$ cat src/casc_timer_pkg.sv
// package: register map, field positions, reset values and mode codes of the cascaded timer
package casc_timer_pkg;

    // word byte addresses on the wishbone slave
    localparam logic [4:0] ADDR_LOWER_CTRL  = 5'h00;
    localparam logic [4:0] ADDR_UPPER_CTRL  = 5'h04;
    localparam logic [4:0] ADDR_WIDTH_LOW   = 5'h08;
    localparam logic [4:0] ADDR_WIDTH_HIGH  = 5'h0C;
    localparam logic [4:0] ADDR_PERIOD_LOW  = 5'h10;
    localparam logic [4:0] ADDR_PERIOD_HIGH = 5'h14;
    localparam logic [4:0] ADDR_STATUS      = 5'h18;
    localparam logic [4:0] ADDR_CLOCK_CTRL  = 5'h1C;

    // lower_stage_control fields
    localparam int SRC_LSB = 4;
    localparam int SRC_MSB = 6;
    // upper_stage_control fields
    localparam int MODE_LSB = 0;
    localparam int MODE_MSB = 2;
    localparam int RUN_BIT  = 3;
    localparam int FLOP_BIT = 7;
    // system_clock_control field
    localparam int PSEL_BIT = 0;

    localparam logic [7:0]  CTRL_RESET  = 8'h00;
    localparam logic [15:0] CMP_RESET   = 16'hFFFF;
    localparam logic [15:0] COUNT_RESET = 16'h0000;

    // source divisors from the core clock, taken as fc; fs is a tick input
    localparam int FC_DIV_11 = 2048;
    localparam int FC_DIV_7  = 128;
    localparam int FC_DIV_5  = 32;
    localparam int FC_DIV_3  = 8;
    localparam int FC_DIV_1  = 2;
    localparam int FS_DIV_3  = 8;
    localparam int PRESC_W   = 11;

    typedef enum logic [2:0]
    {
        MODE_WARMUP = 3'b101,
        MODE_PWM16  = 3'b110,
        MODE_PPG16  = 3'b111
    } mode_t;

    typedef enum logic [2:0]
    {
        SRC_SLOW_DIV = 3'b000,
        SRC_FC_7     = 3'b001,
        SRC_FC_5     = 3'b010,
        SRC_FC_3     = 3'b011,
        SRC_FS       = 3'b100,
        SRC_FC_1     = 3'b101,
        SRC_FC       = 3'b110,
        SRC_PIN      = 3'b111
    } src_t;

endpackage

$ cat src/cmp_if.sv
// interface: compare values and shift-stage update between the counter core and the compare bank
`timescale 1ns/1ps
interface cmp_if;
    logic [15:0] width_cmp;
    logic [15:0] period_cmp;
    logic [15:0] width_shadow;
    logic        load_pulse;
    logic        buffered;

    modport bank
    (
        output width_cmp,
        output period_cmp,
        output width_shadow,
        input  load_pulse,
        input  buffered
    );
    modport core
    (
        input  width_cmp,
        input  period_cmp,
        input  width_shadow,
        output load_pulse,
        output buffered
    );
endinterface

$ cat src/compare_bank.sv
// compare register bank: width shift stage, active width and period registers
`timescale 1ns/1ps
module compare_bank
    import casc_timer_pkg::*;
(
    input  wire logic       core_clk,
    input  wire logic       rst,
    input  wire logic       wr_width_low,
    input  wire logic       wr_width_high,
    input  wire logic       wr_period_low,
    input  wire logic       wr_period_high,
    input  wire logic [7:0] wr_data,
    cmp_if.bank             cmp
);
    logic [15:0] shadow_r;
    logic [15:0] width_r;
    logic [15:0] period_r;

    assign cmp.width_shadow = shadow_r;
    assign cmp.width_cmp    = width_r;
    assign cmp.period_cmp   = period_r;

    always_ff @(posedge core_clk or posedge rst)
    begin
        if (rst)
            shadow_r <= CMP_RESET;
        else if (wr_width_low)
            shadow_r <= {shadow_r[15:8], wr_data};
        else if (wr_width_high)
            shadow_r <= {wr_data, shadow_r[7:0]};
    end

    // width moves on the terminal event while buffered, else one cycle after a write
    always_ff @(posedge core_clk or posedge rst)
    begin
        if (rst)
            width_r <= CMP_RESET;
        else if (cmp.buffered ? cmp.load_pulse : 1'b1)
            width_r <= shadow_r;
    end

    // period is never buffered, so a new value acts at once
    always_ff @(posedge core_clk or posedge rst)
    begin
        if (rst)
            period_r <= CMP_RESET;
        else if (wr_period_low)
            period_r <= {period_r[15:8], wr_data};
        else if (wr_period_high)
            period_r <= {wr_data, period_r[7:0]};
    end
endmodule

$ cat src/casc_timer.sv
// cascaded 16-bit pulse timer: pwm, ppg and warm-up modes behind a wishbone slave
`timescale 1ns/1ps
// Summary of operation
// - pwm: counter equals width value, toggle output flop, keep counting
// - pwm: on overflow toggle again, clear counter, raise irq
// - software presets output flop via control bit while stopped; reset clears flop to zero
// - pwm and ppg pins drive the inverse of the output flop
// - pwm width writes while running load at next irq; stopped, immediately
// - pwm width reads return the active width while running, the shift stage contents when stopped
// - stopped counter holds output pin at its level at stop
// - pwm accepts seven internal sources; slow modes only fs-derived ones
// - ppg counts the selected internal clock or the event pin
// - ppg: width match toggles flop; period match toggles, clears, raises irq
// - ppg width and period unbuffered, applied at once; host leaves them while running
// - warm-up compares only the upper eight bits of the period value
// - warm-up: once running, period match clears counter and raises irq
module casc_timer
    import casc_timer_pkg::*;
(
    input  wire logic        core_clk,
    input  wire logic        rst,
    input  wire logic        wb_cyc_i,
    input  wire logic        wb_stb_i,
    input  wire logic        wb_we_i,
    input  wire logic [4:0]  wb_adr_i,
    input  wire logic [3:0]  wb_sel_i,
    input  wire logic [31:0] wb_dat_i,
    output logic      [31:0] wb_dat_o,
    output logic             wb_ack_o,
    input  wire logic        fs_tick,
    input  wire logic        slow_mode,
    input  wire logic        event_input_pin,
    output logic             pulse_width_out_pin,
    output logic             pulse_gen_out_pin,
    output logic             cascade_timer_irq
);
    logic [7:0]         lower_stage_control_r;
    logic [7:0]         upper_stage_control_r;
    logic               system_clock_control_r;
    logic               irq_flag_r;
    logic               ack_r;
    logic [PRESC_W-1:0] presc_r;
    logic [2:0]         fs_cnt_r;
    logic               pin_s1_r;
    logic               pin_s2_r;
    logic               pin_prev_r;
    logic [7:0]         lower_cnt_r;
    logic [7:0]         upper_cnt_r;
    logic               output_toggle_flop_r;
    logic               run_prev_r;
    logic               tick_nxt;
    logic               pwm_mode;
    logic               ppg_mode;
    logic               warm_mode;
    logic               running;
    logic               overflow;
    logic               width_hit;
    logic               period_hit;
    logic               term_evt;
    logic               bus_req;
    logic               wr_upper;
    logic [2:0]         src;
    logic [15:0]        count;
    logic [15:0]        width_read;

    cmp_if cmp ();

    compare_bank u_bank
    (
        .core_clk       (core_clk),
        .rst            (rst),
        .wr_width_low   (bus_req && wb_we_i && wb_sel_i[0] && wb_adr_i == ADDR_WIDTH_LOW),
        .wr_width_high  (bus_req && wb_we_i && wb_sel_i[0] && wb_adr_i == ADDR_WIDTH_HIGH),
        .wr_period_low  (bus_req && wb_we_i && wb_sel_i[0] && wb_adr_i == ADDR_PERIOD_LOW),
        .wr_period_high (bus_req && wb_we_i && wb_sel_i[0] && wb_adr_i == ADDR_PERIOD_HIGH),
        .wr_data        (wb_dat_i[7:0]),
        .cmp            (cmp.bank)
    );

    function automatic logic div_edge(input logic [PRESC_W-1:0] p, input int div);
        div_edge = ((p & PRESC_W'(div - 1)) == '0);
    endfunction

    // single-cycle answer; bus_req only in the first cycle of each request
    assign bus_req  = wb_cyc_i && wb_stb_i && !ack_r;
    assign wb_ack_o = ack_r;
    assign wr_upper = bus_req && wb_we_i && wb_sel_i[0] && wb_adr_i == ADDR_UPPER_CTRL;

    assign src       = lower_stage_control_r[SRC_MSB:SRC_LSB];
    assign pwm_mode  = upper_stage_control_r[MODE_MSB:MODE_LSB] == MODE_PWM16;
    assign ppg_mode  = upper_stage_control_r[MODE_MSB:MODE_LSB] == MODE_PPG16;
    assign warm_mode = upper_stage_control_r[MODE_MSB:MODE_LSB] == MODE_WARMUP;
    assign running   = upper_stage_control_r[RUN_BIT];
    assign count     = {upper_cnt_r, lower_cnt_r};
    // a running pwm shows the width in force, so a fresh write stays hidden until the irq
    assign width_read = cmp.buffered ? cmp.width_cmp : cmp.width_shadow;

    assign cmp.buffered   = pwm_mode && running;
    assign cmp.load_pulse = term_evt && pwm_mode;

    // fc taken as core clock; fc-derived sources refused while the core runs slow, except fc itself in warm-up
    always_comb
    begin
        tick_nxt = 1'b0;
        case (src)
            SRC_SLOW_DIV:
                tick_nxt = system_clock_control_r || slow_mode ?
                           (fs_tick && fs_cnt_r == 3'(FS_DIV_3 - 1)) :
                           div_edge(presc_r, FC_DIV_11);
            SRC_FC_7: tick_nxt = !slow_mode && div_edge(presc_r, FC_DIV_7);
            SRC_FC_5: tick_nxt = !slow_mode && div_edge(presc_r, FC_DIV_5);
            SRC_FC_3: tick_nxt = !slow_mode && div_edge(presc_r, FC_DIV_3);
            SRC_FS:   tick_nxt = fs_tick;
            SRC_FC_1: tick_nxt = !slow_mode && div_edge(presc_r, FC_DIV_1);
            SRC_FC:   tick_nxt = !slow_mode || warm_mode;
            SRC_PIN:  tick_nxt = ppg_mode && pin_prev_r && !pin_s2_r;
            default:  tick_nxt = 1'b0;
        endcase
    end

    assign overflow   = tick_nxt && count == 16'hFFFF;
    assign width_hit  = tick_nxt && count == cmp.width_cmp;
    assign period_hit = tick_nxt &&
                        (warm_mode ? upper_cnt_r == cmp.period_cmp[15:8]
                                   : count == cmp.period_cmp);
    always_comb
    begin
        term_evt = 1'b0;
        if (running)
        begin
            if (pwm_mode)
                term_evt = overflow;
            else if (ppg_mode || warm_mode)
                term_evt = period_hit;
        end
    end

    always_ff @(posedge core_clk or posedge rst)
    begin
        if (rst)
            ack_r <= 1'b0;
        else
            ack_r <= bus_req;
    end

    always_ff @(posedge core_clk or posedge rst)
    begin
        if (rst)
            wb_dat_o <= '0;
        else if (bus_req && !wb_we_i)
        begin
            if (wb_adr_i == ADDR_LOWER_CTRL)
                wb_dat_o <= {24'h0000_00, lower_stage_control_r};
            else if (wb_adr_i == ADDR_UPPER_CTRL)
                wb_dat_o <= {24'h0000_00, upper_stage_control_r};
            else if (wb_adr_i == ADDR_WIDTH_LOW)
                wb_dat_o <= {24'h0000_00, width_read[7:0]};
            else if (wb_adr_i == ADDR_WIDTH_HIGH)
                wb_dat_o <= {24'h0000_00, width_read[15:8]};
            else if (wb_adr_i == ADDR_PERIOD_LOW)
                wb_dat_o <= {24'h0000_00, cmp.period_cmp[7:0]};
            else if (wb_adr_i == ADDR_PERIOD_HIGH)
                wb_dat_o <= {24'h0000_00, cmp.period_cmp[15:8]};
            else if (wb_adr_i == ADDR_STATUS)
                wb_dat_o <= {14'h0000, output_toggle_flop_r, irq_flag_r, count};
            else if (wb_adr_i == ADDR_CLOCK_CTRL)
                wb_dat_o <= {31'h0000_0000, system_clock_control_r};
            else
                wb_dat_o <= '0;
        end
    end

    always_ff @(posedge core_clk or posedge rst)
    begin
        if (rst)
        begin
            lower_stage_control_r  <= CTRL_RESET;
            upper_stage_control_r  <= CTRL_RESET;
            system_clock_control_r <= 1'b0;
        end
        else if (bus_req && wb_we_i && wb_sel_i[0])
        begin
            if (wb_adr_i == ADDR_LOWER_CTRL)
                lower_stage_control_r <= wb_dat_i[7:0];
            else if (wb_adr_i == ADDR_UPPER_CTRL)
                upper_stage_control_r <= wb_dat_i[7:0];
            else if (wb_adr_i == ADDR_CLOCK_CTRL)
                system_clock_control_r <= wb_dat_i[PSEL_BIT];
        end
    end

    // status flag: a new terminal event wins over a read-clear in the same cycle
    always_ff @(posedge core_clk or posedge rst)
    begin
        if (rst)
            irq_flag_r <= 1'b0;
        else if (term_evt)
            irq_flag_r <= 1'b1;
        else if (bus_req && !wb_we_i && wb_adr_i == ADDR_STATUS)
            irq_flag_r <= 1'b0;
    end

    always_ff @(posedge core_clk or posedge rst)
    begin
        if (rst)
            cascade_timer_irq <= 1'b0;
        else
            cascade_timer_irq <= term_evt;
    end

    always_ff @(posedge core_clk or posedge rst)
    begin
        if (rst)
        begin
            presc_r  <= '0;
            fs_cnt_r <= '0;
        end
        else
        begin
            presc_r <= presc_r + PRESC_W'(1);
            if (fs_tick)
                fs_cnt_r <= fs_cnt_r + 3'd1;
        end
    end

    // event pin is asynchronous; falling edge taken after two flops
    always_ff @(posedge core_clk or posedge rst)
    begin
        if (rst)
        begin
            pin_s1_r   <= 1'b1;
            pin_s2_r   <= 1'b1;
            pin_prev_r <= 1'b1;
        end
        else
        begin
            pin_s1_r   <= event_input_pin;
            pin_s2_r   <= pin_s1_r;
            pin_prev_r <= pin_s2_r;
        end
    end

    always_ff @(posedge core_clk or posedge rst)
    begin
        if (rst)
        begin
            lower_cnt_r <= COUNT_RESET[7:0];
            upper_cnt_r <= COUNT_RESET[15:8];
        end
        else if (!running)
        begin
            lower_cnt_r <= COUNT_RESET[7:0];
            upper_cnt_r <= COUNT_RESET[15:8];
        end
        else if (term_evt)
        begin
            lower_cnt_r <= COUNT_RESET[7:0];
            upper_cnt_r <= COUNT_RESET[15:8];
        end
        else if (tick_nxt)
        begin
            lower_cnt_r <= lower_cnt_r + 8'd1;
            if (lower_cnt_r == 8'hFF)
                upper_cnt_r <= upper_cnt_r + 8'd1;
        end
    end

    always_ff @(posedge core_clk or posedge rst)
    begin
        if (rst)
            run_prev_r <= 1'b0;
        else
            run_prev_r <= running;
    end

    // preset only from a write to a stopped timer so the stop level is held
    always_ff @(posedge core_clk or posedge rst)
    begin
        if (rst)
            output_toggle_flop_r <= 1'b0;
        else if (wr_upper && !running && !run_prev_r && !wb_dat_i[RUN_BIT])
            output_toggle_flop_r <= wb_dat_i[FLOP_BIT];
        else if (wr_upper && !running && wb_dat_i[RUN_BIT] && !run_prev_r)
            output_toggle_flop_r <= wb_dat_i[FLOP_BIT];
        else if (running && (pwm_mode || ppg_mode))
        begin
            if (term_evt || (width_hit && !term_evt))
                output_toggle_flop_r <= !output_toggle_flop_r;
        end
    end

    // pins held high outside their modes; in mode they show the inverted flop
    always_ff @(posedge core_clk or posedge rst)
    begin
        if (rst)
        begin
            pulse_width_out_pin <= 1'b1;
            pulse_gen_out_pin   <= 1'b1;
        end
        else
        begin
            pulse_width_out_pin <= pwm_mode ? !output_toggle_flop_r : 1'b1;
            pulse_gen_out_pin   <= ppg_mode ? !output_toggle_flop_r : 1'b1;
        end
    end
endmodule

$ cat config.mk
export PLATFORM = sky130hd
export DESIGN_NAME = casc_timer
export DESIGN_NICKNAME = d
export VERILOG_FILES = /design/src/casc_timer_pkg.sv /design/src/cmp_if.sv /design/src/compare_bank.sv /design/src/casc_timer.sv
export SDC_FILE = /design/constraint.sdc
export NUM_CORES = 1
export LEC_CHECK = 0
export BUFFER_PORTS_ARGS = -buffer_cell sky130_fd_sc_hd__buf_2
export CORE_MARGIN = 8
export CORE_UTILIZATION = 40
export DETAILED_ROUTE_END_ITERATION = 12
export PLACE_DENSITY = 0.66
export SKIP_LAST_GASP = 1
export SLEW_MARGIN = 20
export SYNTH_ARGS = -nofsm -noshare
export SYNTH_HDL_FRONTEND = slang
export SYNTH_SLANG_ARGS = --single-unit
$ cat constraint.sdc
create_clock -name core_clk -period 4.6 [get_ports core_clk]
set_input_delay 0.23 -clock core_clk [delete_from_list [all_inputs] [get_ports core_clk]]
set_output_delay 0.23 -clock core_clk [all_outputs]
set_load 0.05 [all_outputs]
==> run summary, run 1 <==
CRITICAL PATH
------------------------------------------------------------------------------------
Reg-to-reg startpoint                                                   lower_cnt_r[0]
Worst setup path class                                                  register to register
Launch point of the worst path                                          lower_cnt_r[0]
Critical-path cell list                                                 ha_1, and4_1, nand4_1, nor3_1, a21oi_1, nand2_1, o32ai_1
Crit-path slowest cell                                                       a21oi_1
Critical-path maximum fanout                                                      10
Delay of the slowest cell on the worst path                                   730 ps
Element type at the critical path end                                       register
Critical path data required time                                             4910 ps
Critical path launch point type                                             register
Register-to-register path setup slack                                        1630 ps
Data arrival, critical path                                                  3280 ps

POWER
------------------------------------------------------------------------------------
Fraction of power consumed by sequential logic                                 0.415
Combinational group share of total power                                       0.106
Post-route total power                                                       3030 uW
Total power divided by cell area                                         410 nW/um^2
Net switching fraction of the power                                            0.260
Worst-case vdd ir drop                                                      0.297 mV
Switching power                                                               789 uW
Leakage component of the power                                            0.00313 uW
Clock share of power                                                           0.478
Internal power component                                                     2240 uW

LOGIC SYNTHESIS
------------------------------------------------------------------------------------
Fraction of post-synthesis cell area in the top cell type by area              0.271
Compound-Gate Fraction of Synth Area                                           0.106
Cell count after synthesis                                                       615
Distinct cell type count of the synthesized netlist                               61
Synthesized-area fraction occupied by xor and xnor cells                      0.0570
Dominant cell type by area after synthesis                                   dfrtp_1
Largest family of logic cells by synthesized area                       simple AND/OR/NAND/NOR gates
Share of flip-flops with an asynchronous set or reset after synthesis           1.00
Post-Syn Area per Cell                                                     10.5 um^2
Sequential-to-total area share from yosys stat                                 0.487
Number of register bits inferred by synthesis                                    123
Fraction of the mapped netlist area in simple logic gates                      0.165
Post-Synth Adder-Cell Area                                                    0.0116
Netlist Area Pre-Place                                                     6450 um^2
Multiplexer share of the synthesized area                                      0.124
EDFF count, synth                                                                  0
Top FF cell, synth                                                           dfrtp_1
Largest cells by area after synthesis                                   dfrtp_1 27%, dfstp_2 22%, mux2_2 9.9%
Syn. warnings                                                                      0

DRT
------------------------------------------------------------------------------------
DRT antenna net count                                                              0
WL per Instance                                                              19.2 um
Detailed-route vias per instance                                                5.57
Via count                                                                       4832
Detailed router's first-iteration violation count                                387
Total routed wirelength                                                      16.6 mm
Detailed-routing iteration count for the pre-antenna-repair pass                   5
Number of DRC violations after detailed routing                                    0

GLOBAL ROUTING
------------------------------------------------------------------------------------
GRT Util Overall                                                               0.168
Largest net degree at the start of global routing                                 71
Via count of the first global-routing pass                                      4843
Number of antenna violations at the first check in global routing                  0
Total grt overflow                                                                 0
First-pass GRT wire length                                                   26.5 mm

PLACE
------------------------------------------------------------------------------------
Post-detail-place hpwl                                                       11.4 mm
Last weighted congestion value of the routability-driven placer                0.922
Buffers added on ports                                                            43
Number of placed instances with taps included                                    833

CTS
------------------------------------------------------------------------------------
Clock buffer depth                                                                 2
Cts bufs inserted                                                                 17
TritonCTS clock tree                                                           built
CTS H-Tree Depth                                                                   4
Skew-Pair Late Insertion Delay                                                420 ps
Root buffer cell                                                           clkbuf_16
Number of cells upsized or downsized after cts                                     0
Clock Pin Slew Worst Setup and Hold Paths                                      60 ps
# clock sinks                                                                    123

FLOORPLAN
------------------------------------------------------------------------------------
Number of ports placed on the die boundary                                        85
Die Span Y                                                                    143 um
Die Wd                                                                        143 um
Initial standard-cell utilization of the core                                  0.408
Std cell rows                                                                     46
Core Footprint                                                            15800 um^2
Die area                                                                  20500 um^2

TIMING
------------------------------------------------------------------------------------
Ratio of final minimum period to clock period                                  0.646
Measured slew at the worst slew-check pin                                     935 ps
Final number of max-transition violations                                          0
Aggregate negative setup slack                                                  0 ps
Setup repair after global routing missed its margin                               no
Number of failing hold endpoints at the final stage                               26
Max Clock Skew                                                               9.17 ps
Relative slew margins                                                          0.377
Final setup violating endpoints                                                    0
Worst hold margin                                                           -20.7 ps
Timing-limited maximum frequency                                             337 MHz
Min cycle time layout                                                        2970 ps

FINISH
------------------------------------------------------------------------------------
Layout fillers                                                                  1437
Layout Utilization                                                             0.468
Antenna Cells                                                                      0
Non-filler instance count after layout                                           867
Area growth from synthesis to layout                                           14.7%
Layout cell share with drive strength beyond 1                                 0.316
Number of nets in the layout                                                     693

STATUS
------------------------------------------------------------------------------------
Outcome                                                                 complete, but fails checks
Failing checks                                                           hold timing

WORST HOLD PATH
------------------------------------------------------------------------------------
Class of the tightest hold or removal check                             input pin to asynchronous set/reset pin

JOB
------------------------------------------------------------------------------------
Total of max-cap violations                                                        0

[flip-flops by register name, indices dropped and copies added (netlist names), 3 cells and up]
name,count
u_bank.cmp.period_cmp,16
lower_stage_control_r,8
wb_dat_o,18
lower_cnt_r,8
u_bank.cmp.width_shadow,16
upper_cnt_r,8
u_bank.cmp.width_cmp,16
presc_r,11
upper_stage_control_r,8
fs_cnt_r,3
[worst max-delay path, delay by kind of cell, from the launching register on]
kind            cells  cell delay (ps)
compound gates      2             1110
fa+ha+maj           1              310
flops               1              520
simple gates        4              930
[area by class of cell]
type / instances / area [um^2] / share of cell area
Clock buffer: 25 / 559 / 0.0755
Clock inverter: 7 / 95.1 / 0.0128
Inverter: 7 / 28.8 / 0.00389
Multi-Input combinational cell: 441 / 3050 / 0.412
Sequential cell: 123 / 3140 / 0.425
Tap cell: 216 / 270 / 0.0365
Timing Repair Buffer: 48 / 259 / 0.0350
[cell usage after synthesis, types with 2 or more instances]
cell	count
nor2b_1	3
nand2_1	59
buf_2	3
and4_1	3
o211ai_1	2
mux2_4	10
clkbuf_1	37
or4_1	5
dfrtp_1	70
nand4b_1	3
xnor2_1	37
nor3_1	12
or3_1	5
nand4_1	21
dfstp_2	53
o21ai_0	5
o31ai_1	2
xor2_1	5
a311oi_1	7
a2bb2oi_1	5
or2_2	2
nand3_1	42
inv_1	6
o22ai_1	12
nor2_1	46
and3_1	3
a31oi_1	3
o32ai_1	3
nand2b_1	3
buf_4	14
nor4_1	3
mux2_2	57
ha_1	6
a21oi_1	24
a21o_1	9
a22o_1	10
[power by group through the flow]
stage,Sequential [uW],Combinational [uW],Clock (uW)
2_1_floorplan,1240,273,0
3_3_place_gp,1270,311,0
3_5_place_dp,1270,322,0
4_1_cts,1260,324,1460
5_1_grt,1270,358,1520
6_report,1260,323,1450
[final timing paths]
path / end / cells past startpoint
worst min register to register: pin_s2_r / 0
worst min-delay path: system_clock_control_r / 2
max in group asynchronous: lower_cnt_r[6] / 3
worst max-delay path: upper_cnt_r[1] / 7
worst max register to register: upper_cnt_r[1] / 7
min in group core_clk: fs_cnt_r[0] / 2
[layout by cell type, fill, tap and decap left out, types with 7 or more instances in the layout]
cell and n:
dfstp_2 53, dfrtp_1 70, a22o_1 10, nand4_1 21
conb_1 14, nor3_1 12, a21oi_1 24, nor2_1 46
o22ai_1 12, a311oi_1 7, nand3_1 42, mux2_2 57
xnor2_1 37, clkbuf_16 20, mux2_4 10, nand2_1 59
a21o_1 9, buf_2 43
[stage by stage]
step	hold WS [ps]	cell area [um^2]	setup slack, ps
3_3_place_gp	335	6730	1570
5_1_grt	55.1	7410	1500
4_1_cts	7.46	7390	1500
2_1_floorplan	234	6500	1190
6_report	-20.7	7410	1630
3_5_place_dp	338	6730	1520
[cell families after synthesis]
kind of cell | count (synthesis)
xor gates and xnor gates | 42
and+or+nand+nor | 217
AOI/OAI and AO/OA | 94
adders and majority gates | 6
other | 1
muxes | 68
buffers and inverters | 64
DFF | 123
[per-layer routing]
metal | share of wire | vias up | global-route usage | wire, um
met5 | 0 | - | 0 | 0
met4 | 0.017 | 0 | 0.0548 | 276
met3 | 0.078 | 19 | 0.0477 | 1290
met2 | 0.47 | 178 | 0.266 | 7870
met1 | 0.43 | 2413 | 0.217 | 7200
li1 | - | 2222 | - | -
[timing repair]
action,4_1_cts,5_1_grt
setup buffers,0,0
endpoints found under the hold margin,1,0
hold buffers,1,0
(Power assumes the default switching activity.)
==> run 2: changes to the inputs <==
==> constraint.sdc (replaced) <==
create_clock -name core_clk -period 3 [get_ports core_clk]
set_input_delay 0.15 -clock core_clk [delete_from_list [all_inputs] [get_ports core_clk]]
set_output_delay 0.15 -clock core_clk [all_outputs]
set_load 0.05 [all_outputs]
==> run 2 against run 1 <==
Net effect:
- the flow now finishes without violations
- via count up 1.5%
- routed wire length decreased by 1.2%
- worst hold slack gained 74 ps
- critical path depth unchanged
- die area unchanged
- fmax grew 8.5%
- first-iteration DRC count increased by 27%
- highest routed layer unchanged
==> run summary, run 2 (synthesized netlist as in run 1, its figures left out) <==
POWER
--------------------------------------------------------------------------------
Leakage component of the power                                        0.00314 uW   +0.45%
Total power divided by cell area                                     587 nW/um^2   +43%
Net switching fraction of the power                                        0.267   +0.00659
Internal power component                                                 3200 uW   +42%
Switching power                                                          1160 uW   +47%
Fraction of power consumed by sequential logic                             0.440   +0.025
Combinational group share of total power                                   0.124   +0.018
Clock share of power                                                       0.436   -0.042
Worst-case vdd ir drop                                                  0.386 mV   +30%

DRT
--------------------------------------------------------------------------------
Total routed wirelength                                                  16.4 mm   -1.2%
Number of DRC violations after detailed routing                                0   unchanged
DRT antenna net count                                                          0   unchanged
Detailed-route vias per instance                                            5.57   about the same
Detailed-routing iteration count for the pre-antenna-repair pass               6   +1
Via count                                                                   4906   +1.5%
WL per Instance                                                          18.7 um   -2.8%
Detailed router's first-iteration violation count                            491   +27%

TIMING
--------------------------------------------------------------------------------
Setup repair after global routing missed its margin                           no
Measured slew at the worst slew-check pin                                 850 ps   -85.3 ps
Aggregate negative setup slack                                              0 ps   unchanged
Timing-limited maximum frequency                                         365 MHz   +8.5%
Final setup violating endpoints                                                0   unchanged
Final number of max-transition violations                                      0   unchanged
Min cycle time layout                                                    2740 ps   -233 ps
Relative slew margins                                                      0.434   +0.0568
Worst hold margin                                                        53.5 ps   +74.2 ps
Number of failing hold endpoints at the final stage                            0   -100%
Max Clock Skew                                                           6.75 ps   -2.43 ps
Ratio of final minimum period to clock period                              0.913   +0.267

CRITICAL PATH
--------------------------------------------------------------------------------
Crit-path slowest cell                                                   a21oi_1
Worst setup path class                                              register to register
Critical path launch point type                                         register
Delay of the slowest cell on the worst path                               670 ps   -60 ps
Data arrival, critical path                                              3040 ps   -240 ps
Critical path data required time                                         3300 ps   -1610 ps
Element type at the critical path end                                   register
Critical-path maximum fanout                                                  10   unchanged
Critical-path cell list                                             ha_1, and4_1, nand4_1, nor3_1, a21oi_1, nand2_1, o41ai_1

FINISH
--------------------------------------------------------------------------------
Non-filler instance count after layout                                       881   +1.6%
Multi-input logic area                                                 3050 um^2   unchanged
Layout Utilization                                                         0.469   +0.00103
Commonest non-fill, non-tap cells in the layout                     70 x dfrtp_1, 59 x nand2_1, 57 x mux2_2, 53 x dfstp_2, 46 x nor2_1
Area growth from synthesis to layout                                       15.0%
Number of nets in the layout                                                 707   +2.0%
Register area                                                          3140 um^2   unchanged
Max reg flops                                                                 18   unchanged
Layout cell share with drive strength beyond 1                             0.322   +0.00537
Layout fillers                                                              1440   +0.21%
Most flop-heavy register                                                wb_dat_o
Antenna Cells                                                                  0   unchanged
Most common cell after layout, fill and taps aside                       dfrtp_1

FLOORPLAN
--------------------------------------------------------------------------------
Die Span Y                                                                143 um   unchanged
Core Footprint                                                        15800 um^2   unchanged
Std cell rows                                                                 46   unchanged
Die Wd                                                                    143 um   unchanged
Number of ports placed on the die boundary                                    85   unchanged
Initial standard-cell utilization of the core                              0.408   unchanged
Die area                                                              20500 um^2   unchanged

JOB
--------------------------------------------------------------------------------
Total of max-cap violations                                                    0   unchanged

PLACE
--------------------------------------------------------------------------------
Number of placed instances with taps included                                846   +1.6%
Last weighted congestion value of the routability-driven placer            0.936   +1.5%
Post-detail-place hpwl                                                   11.6 mm   +2.0%
Buffers added on ports                                                        43   unchanged

CTS
--------------------------------------------------------------------------------
Post-CTS Setup Inserts                                                         0   unchanged
Root buffer cell                                                       clkbuf_16
Clock buffer depth                                                             2   unchanged
TritonCTS clock tree                                                       built
Clock Pin Slew Worst Setup and Hold Paths                                  60 ps   about the same
# clock sinks                                                                123   unchanged
Skew-Pair Late Insertion Delay                                            420 ps   about the same
CTS H-Tree Depth                                                               4   unchanged
Cts bufs inserted                                                             17   unchanged

GLOBAL ROUTING
--------------------------------------------------------------------------------
GRT Util Overall                                                           0.170   +0.00147
First-pass GRT wire length                                               26.7 mm   +0.57%
Total grt overflow                                                             0   unchanged
Via count of the first global-routing pass                                  5022   +3.7%
Number of antenna violations at the first check in global routing              0   unchanged
Largest net degree at the start of global routing                             92   +30%

WORST HOLD PATH
--------------------------------------------------------------------------------
Class of the tightest hold or removal check                         input pin to register

STATUS
--------------------------------------------------------------------------------
Outcome                                                             finished clean

-- run 2: what timing repair did --
| action | in CTS | in global routing |
|---|---|---|
| gates resized for setup | 0 | 0 |
| hold buffers | 3 | 0 |
| hold endpoints to repair | 7 | 0 |
-- run 2: metal layers --
metal  GRT usage  share of wire  up-vias
met5           0              0        -
met4      0.0839          0.029        0
met3      0.0384          0.070       31
li1            -              -     2253
met1       0.222           0.44     2450
met2       0.260           0.46      172
-- run 2: worst paths after layout --
kind                           startpoint                        end  slack, ps  depth (start not counted)
hold / removal                   wb_cyc_i                   wb_ack_o         50                          2
min in group asynchronous             rst   lower_stage_control_r[3]        390                          3
hold reg to reg                  pin_s1_r                   pin_s2_r        360                          0
setup / recovery           lower_cnt_r[1]             upper_cnt_r[2]        260                          7
setup reg to reg           lower_cnt_r[1]             upper_cnt_r[2]        260                          7
max in group asynchronous             rst  u_bank.cmp.period_cmp[14]       1710                          4
-- run 2: final cells by class --
| cell class | instances | share of cell area |
|---|---|---|
| inverters | 7 | 0.00405 |
| well taps | 216 | 0.0364 |
| clock buffers | 25 | 0.0654 |
| repair buffers | 62 | 0.0509 |
| multi-input cells | 441 | 0.411 |
| flip-flops and latches | 123 | 0.424 |
| clock inverters | 7 | 0.00877 |
-- run 2: power by group through the flow --
stage          clock, uW  combinational (uW)  sequential (uW)
2_1_floorplan          0                 419             1900
3_3_place_gp           0                 515             1930
3_5_place_dp           0                 536             1940
4_1_cts             1940                 542             1910
5_1_grt             2010                 593             1930
6_report            1900                 540             1920
-- run 2: worst max-delay path, delay by kind of cell (launching register included) --
kind,cells,cell delay [ps]
simple gates,4,860
compound gates,2,1030
fa+ha+maj,1,250
flops,1,470
-- run 2: through the flow --
stage / area (um^2) / worst slack, ps / total power [uW]
finish: 7420 / 262 / 4360
global route: 7420 / 74.9 / 4540
CTS: 7420 / 304 / 4390
detailed placement: 6840 / 325 / 2480
global placement: 6840 / 404 / 2450
floorplan: 6510 / 627 / 2320
==> run 3: changes to the inputs <==
==> constraint.sdc (replaced) <==
create_clock -name core_clk -period 3.35 [get_ports core_clk]
set_input_delay 0.1675 -clock core_clk [delete_from_list [all_inputs] [get_ports core_clk]]
set_output_delay 0.1675 -clock core_clk [all_outputs]
set_load 0.05 [all_outputs]
==> run 3 against run 2 <==
Net effect:
- total power decreased by 13%
- register-to-register slack improved by 260 ps
- critical path type unchanged
- final cell count decreased by 1.0%
- non-clock buffer count decreased by 9
- clock power decreased by 16%
- utilization decreased by 0.66 points
==> run summary, run 3 (synthesized netlist as in run 1, its figures left out) <==
TIMING
--------------------------------------------------------------------------------
Final setup violating endpoints                                                0   unchanged
Max Clock Skew                                                           5.75 ps   -0.999 ps
Number of failing hold endpoints at the final stage                            0   unchanged
Fin worst setup slack                                                     518 ps   +256 ps
Relative slew margins                                                      0.393   -0.0410
Aggregate negative setup slack                                              0 ps   unchanged
Final number of max-transition violations                                      0   unchanged
Measured slew at the worst slew-check pin                                 911 ps   +61.5 ps
Setup repair after global routing missed its margin                           no
Timing-limited maximum frequency                                         353 MHz   -3.3%
Min cycle time layout                                                    2830 ps   +94.3 ps
Ratio of final minimum period to clock period                              0.845   -0.0672

GLOBAL ROUTING
--------------------------------------------------------------------------------
GRT Util Overall                                                           0.166   -0.00338
Number of antenna violations at the first check in global routing              0   unchanged
First-pass GRT wire length                                               26.3 mm   -1.3%
Via count of the first global-routing pass                                  4898   -2.5%
Total grt overflow                                                             0   unchanged
Largest net degree at the start of global routing                            124   +35%

FINISH
--------------------------------------------------------------------------------
Commonest non-fill, non-tap cells in the layout                     70 x dfrtp_1, 59 x nand2_1, 57 x mux2_2, 53 x dfstp_2, 46 x nor2_1
Antenna Cells                                                                  0   unchanged
Area growth from synthesis to layout                                       13.4%
Number of nets in the layout                                                 698   -1.3%
Layout fillers                                                              1477   +2.6%
Register area                                                          3140 um^2   unchanged
Most common cell after layout, fill and taps aside                       dfrtp_1
Max reg flops                                                                 18   unchanged
Multi-input logic area                                                 3050 um^2   unchanged
Non-filler instance count after layout                                       872   -1.0%
Most flop-heavy register                                                wb_dat_o
Layout cell share with drive strength beyond 1                             0.305   -0.0169

CRITICAL PATH
--------------------------------------------------------------------------------
Crit path to                                                        lower_cnt_r[4]
Data arrival, critical path                                              3130 ps   +90 ps
Family with the most delay on the worst path                        compound AO/OA/AOI/OAI gates
Register-to-register path setup slack                                     520 ps   +260 ps
Critical-path maximum fanout                                                  10   unchanged
Reg-to-reg startpoint                                               lower_cnt_r[1]
Critical path launch point type                                         register
Critical-path cell list                                             ha_1, and4_1, nand4_1, nor3_1, a21oi_1, nand2_1, o32ai_1
Number of cells on the worst reg-to-reg path                                   7   unchanged
Worst setup path class                                              register to register
Delay of the slowest cell on the worst path                               710 ps   +40 ps
Launch point of the worst path                                      lower_cnt_r[1]
Levels on crit path                                                            7   unchanged
Buf+Inv Stages, Crit Path                                                      0   unchanged
Crit-path slowest cell                                                   a21oi_1
Element type at the critical path end                                   register
Worst flop-to-flop path endpoint                                    lower_cnt_r[4]
Critical path data required time                                         3650 ps   +350 ps

DRT
--------------------------------------------------------------------------------
Detailed-routing iteration count for the pre-antenna-repair pass               5   -1
WL per Instance                                                          18.5 um   -0.63%
Detailed router's first-iteration violation count                            431   -12%
Via count                                                                   4932   +0.53%
Number of DRC violations after detailed routing                                0   unchanged
Detailed-route vias per instance                                            5.66   +1.6%
DRT antenna net count                                                          0   unchanged
Total routed wirelength                                                  16.2 mm   -1.6%

CTS
--------------------------------------------------------------------------------
Post-CTS Setup Inserts                                                         0   unchanged
Clock Pin Slew Worst Setup and Hold Paths                                  50 ps   about the same
Cts bufs inserted                                                             17   unchanged
Root buffer cell                                                       clkbuf_16
TritonCTS clock tree                                                       built
Clock buffer depth                                                             2   unchanged
# clock sinks                                                                123   unchanged
Skew-Pair Late Insertion Delay                                            410 ps   about the same
CTS H-Tree Depth                                                               4   unchanged

POWER
--------------------------------------------------------------------------------
Worst-case vdd ir drop                                                  0.435 mV   +13%
Leakage component of the power                                        0.00308 uW   -1.9%
Total power divided by cell area                                     517 nW/um^2   -12%

PLACE
--------------------------------------------------------------------------------
Worst Setup Slack post-DPL                                                573 ps   +248 ps
Buffers added on ports                                                        43   unchanged
Post-detail-place hpwl                                                   11.2 mm   -3.0%
Last weighted congestion value of the routability-driven placer            0.859   -8.2%
Number of placed instances with taps included                                837   -1.1%

WORST HOLD PATH
--------------------------------------------------------------------------------
Class of the tightest hold or removal check                         input pin to register

FLOORPLAN
--------------------------------------------------------------------------------
Initial standard-cell utilization of the core                              0.408   unchanged
Die Span Y                                                                143 um   unchanged
Die area                                                              20500 um^2   unchanged
Number of ports placed on the die boundary                                    85   unchanged
Die Wd                                                                    143 um   unchanged
Core Footprint                                                        15800 um^2   unchanged
Std cell rows                                                                 46   unchanged

JOB
--------------------------------------------------------------------------------
Total of max-cap violations                                                    0   unchanged

STATUS
--------------------------------------------------------------------------------
Outcome                                                             finished clean

[run 3: changes by cell type in the layout (fill, tap and decap cells not counted), sizes merged]
cell,previous run,this run
clkinvlp,3,1
clkinv,4,2
bufinv,1,0
clkbuf,25,30
buf,59,50
[run 3: metrics by stage]
step	instance area [um^2]	hold slack [ps]	power, uW	util
floorplan	6510	172	2080	-
global placement	6770	272	2180	0.428
detailed placement	6770	277	2200	0.428
CTS	7320	76.4	3820	0.462
global route	7320	91.7	3960	0.462
finish	7320	93.2	3780	0.462
[run 3: repair_timing]
item / in CTS / in global routing
hold endpoints to repair: 72 / 0
hold buffers: 3 / 0
resized for setup: 0 / 0
[run 3: routing by layer]
metal,global-route usage,routed length [um]
met3,0.0471,1110
met1,0.222,7080
met5,0,0
met2,0.250,7560
met4,0.0654,417
[run 3: worst min-delay path by stage]
| stage | end | slack [ps] | startpoint | depth (start not counted) |
|---|---|---|---|---|
| after floorplan | pin_s1_r | 170 | event_input_pin | 0 |
| after global placement | pin_s1_r | 270 | event_input_pin | 1 |
| after detailed placement | pin_s1_r | 280 | event_input_pin | 1 |
| after CTS | wb_ack_o | 80 | wb_cyc_i | 2 |
| after global routing | wb_ack_o | 90 | wb_cyc_i | 2 |
| final | wb_ack_o | 90 | wb_cyc_i | 2 |
[run 3: cell type report]
class / instances / share of cell area
Tap cell: 216 / 0.0369
Clock buffer: 30 / 0.0689
Inverter: 7 / 0.00410
Multi-Input combinational cell: 441 / 0.417
Sequential cell: 123 / 0.430
Clock inverter: 2 / 0.00137
Timing Repair Buffer: 53 / 0.0424
[run 3: power breakdown]
part / leakage [uW] / internal [uW] / switching (uW) / total, uW
Sequential: 0.00145 / 1600 / 116 / 1720
Clock: 0.000251 / 1000 / 595 / 1600
Combinational: 0.00138 / 185 / 285 / 469
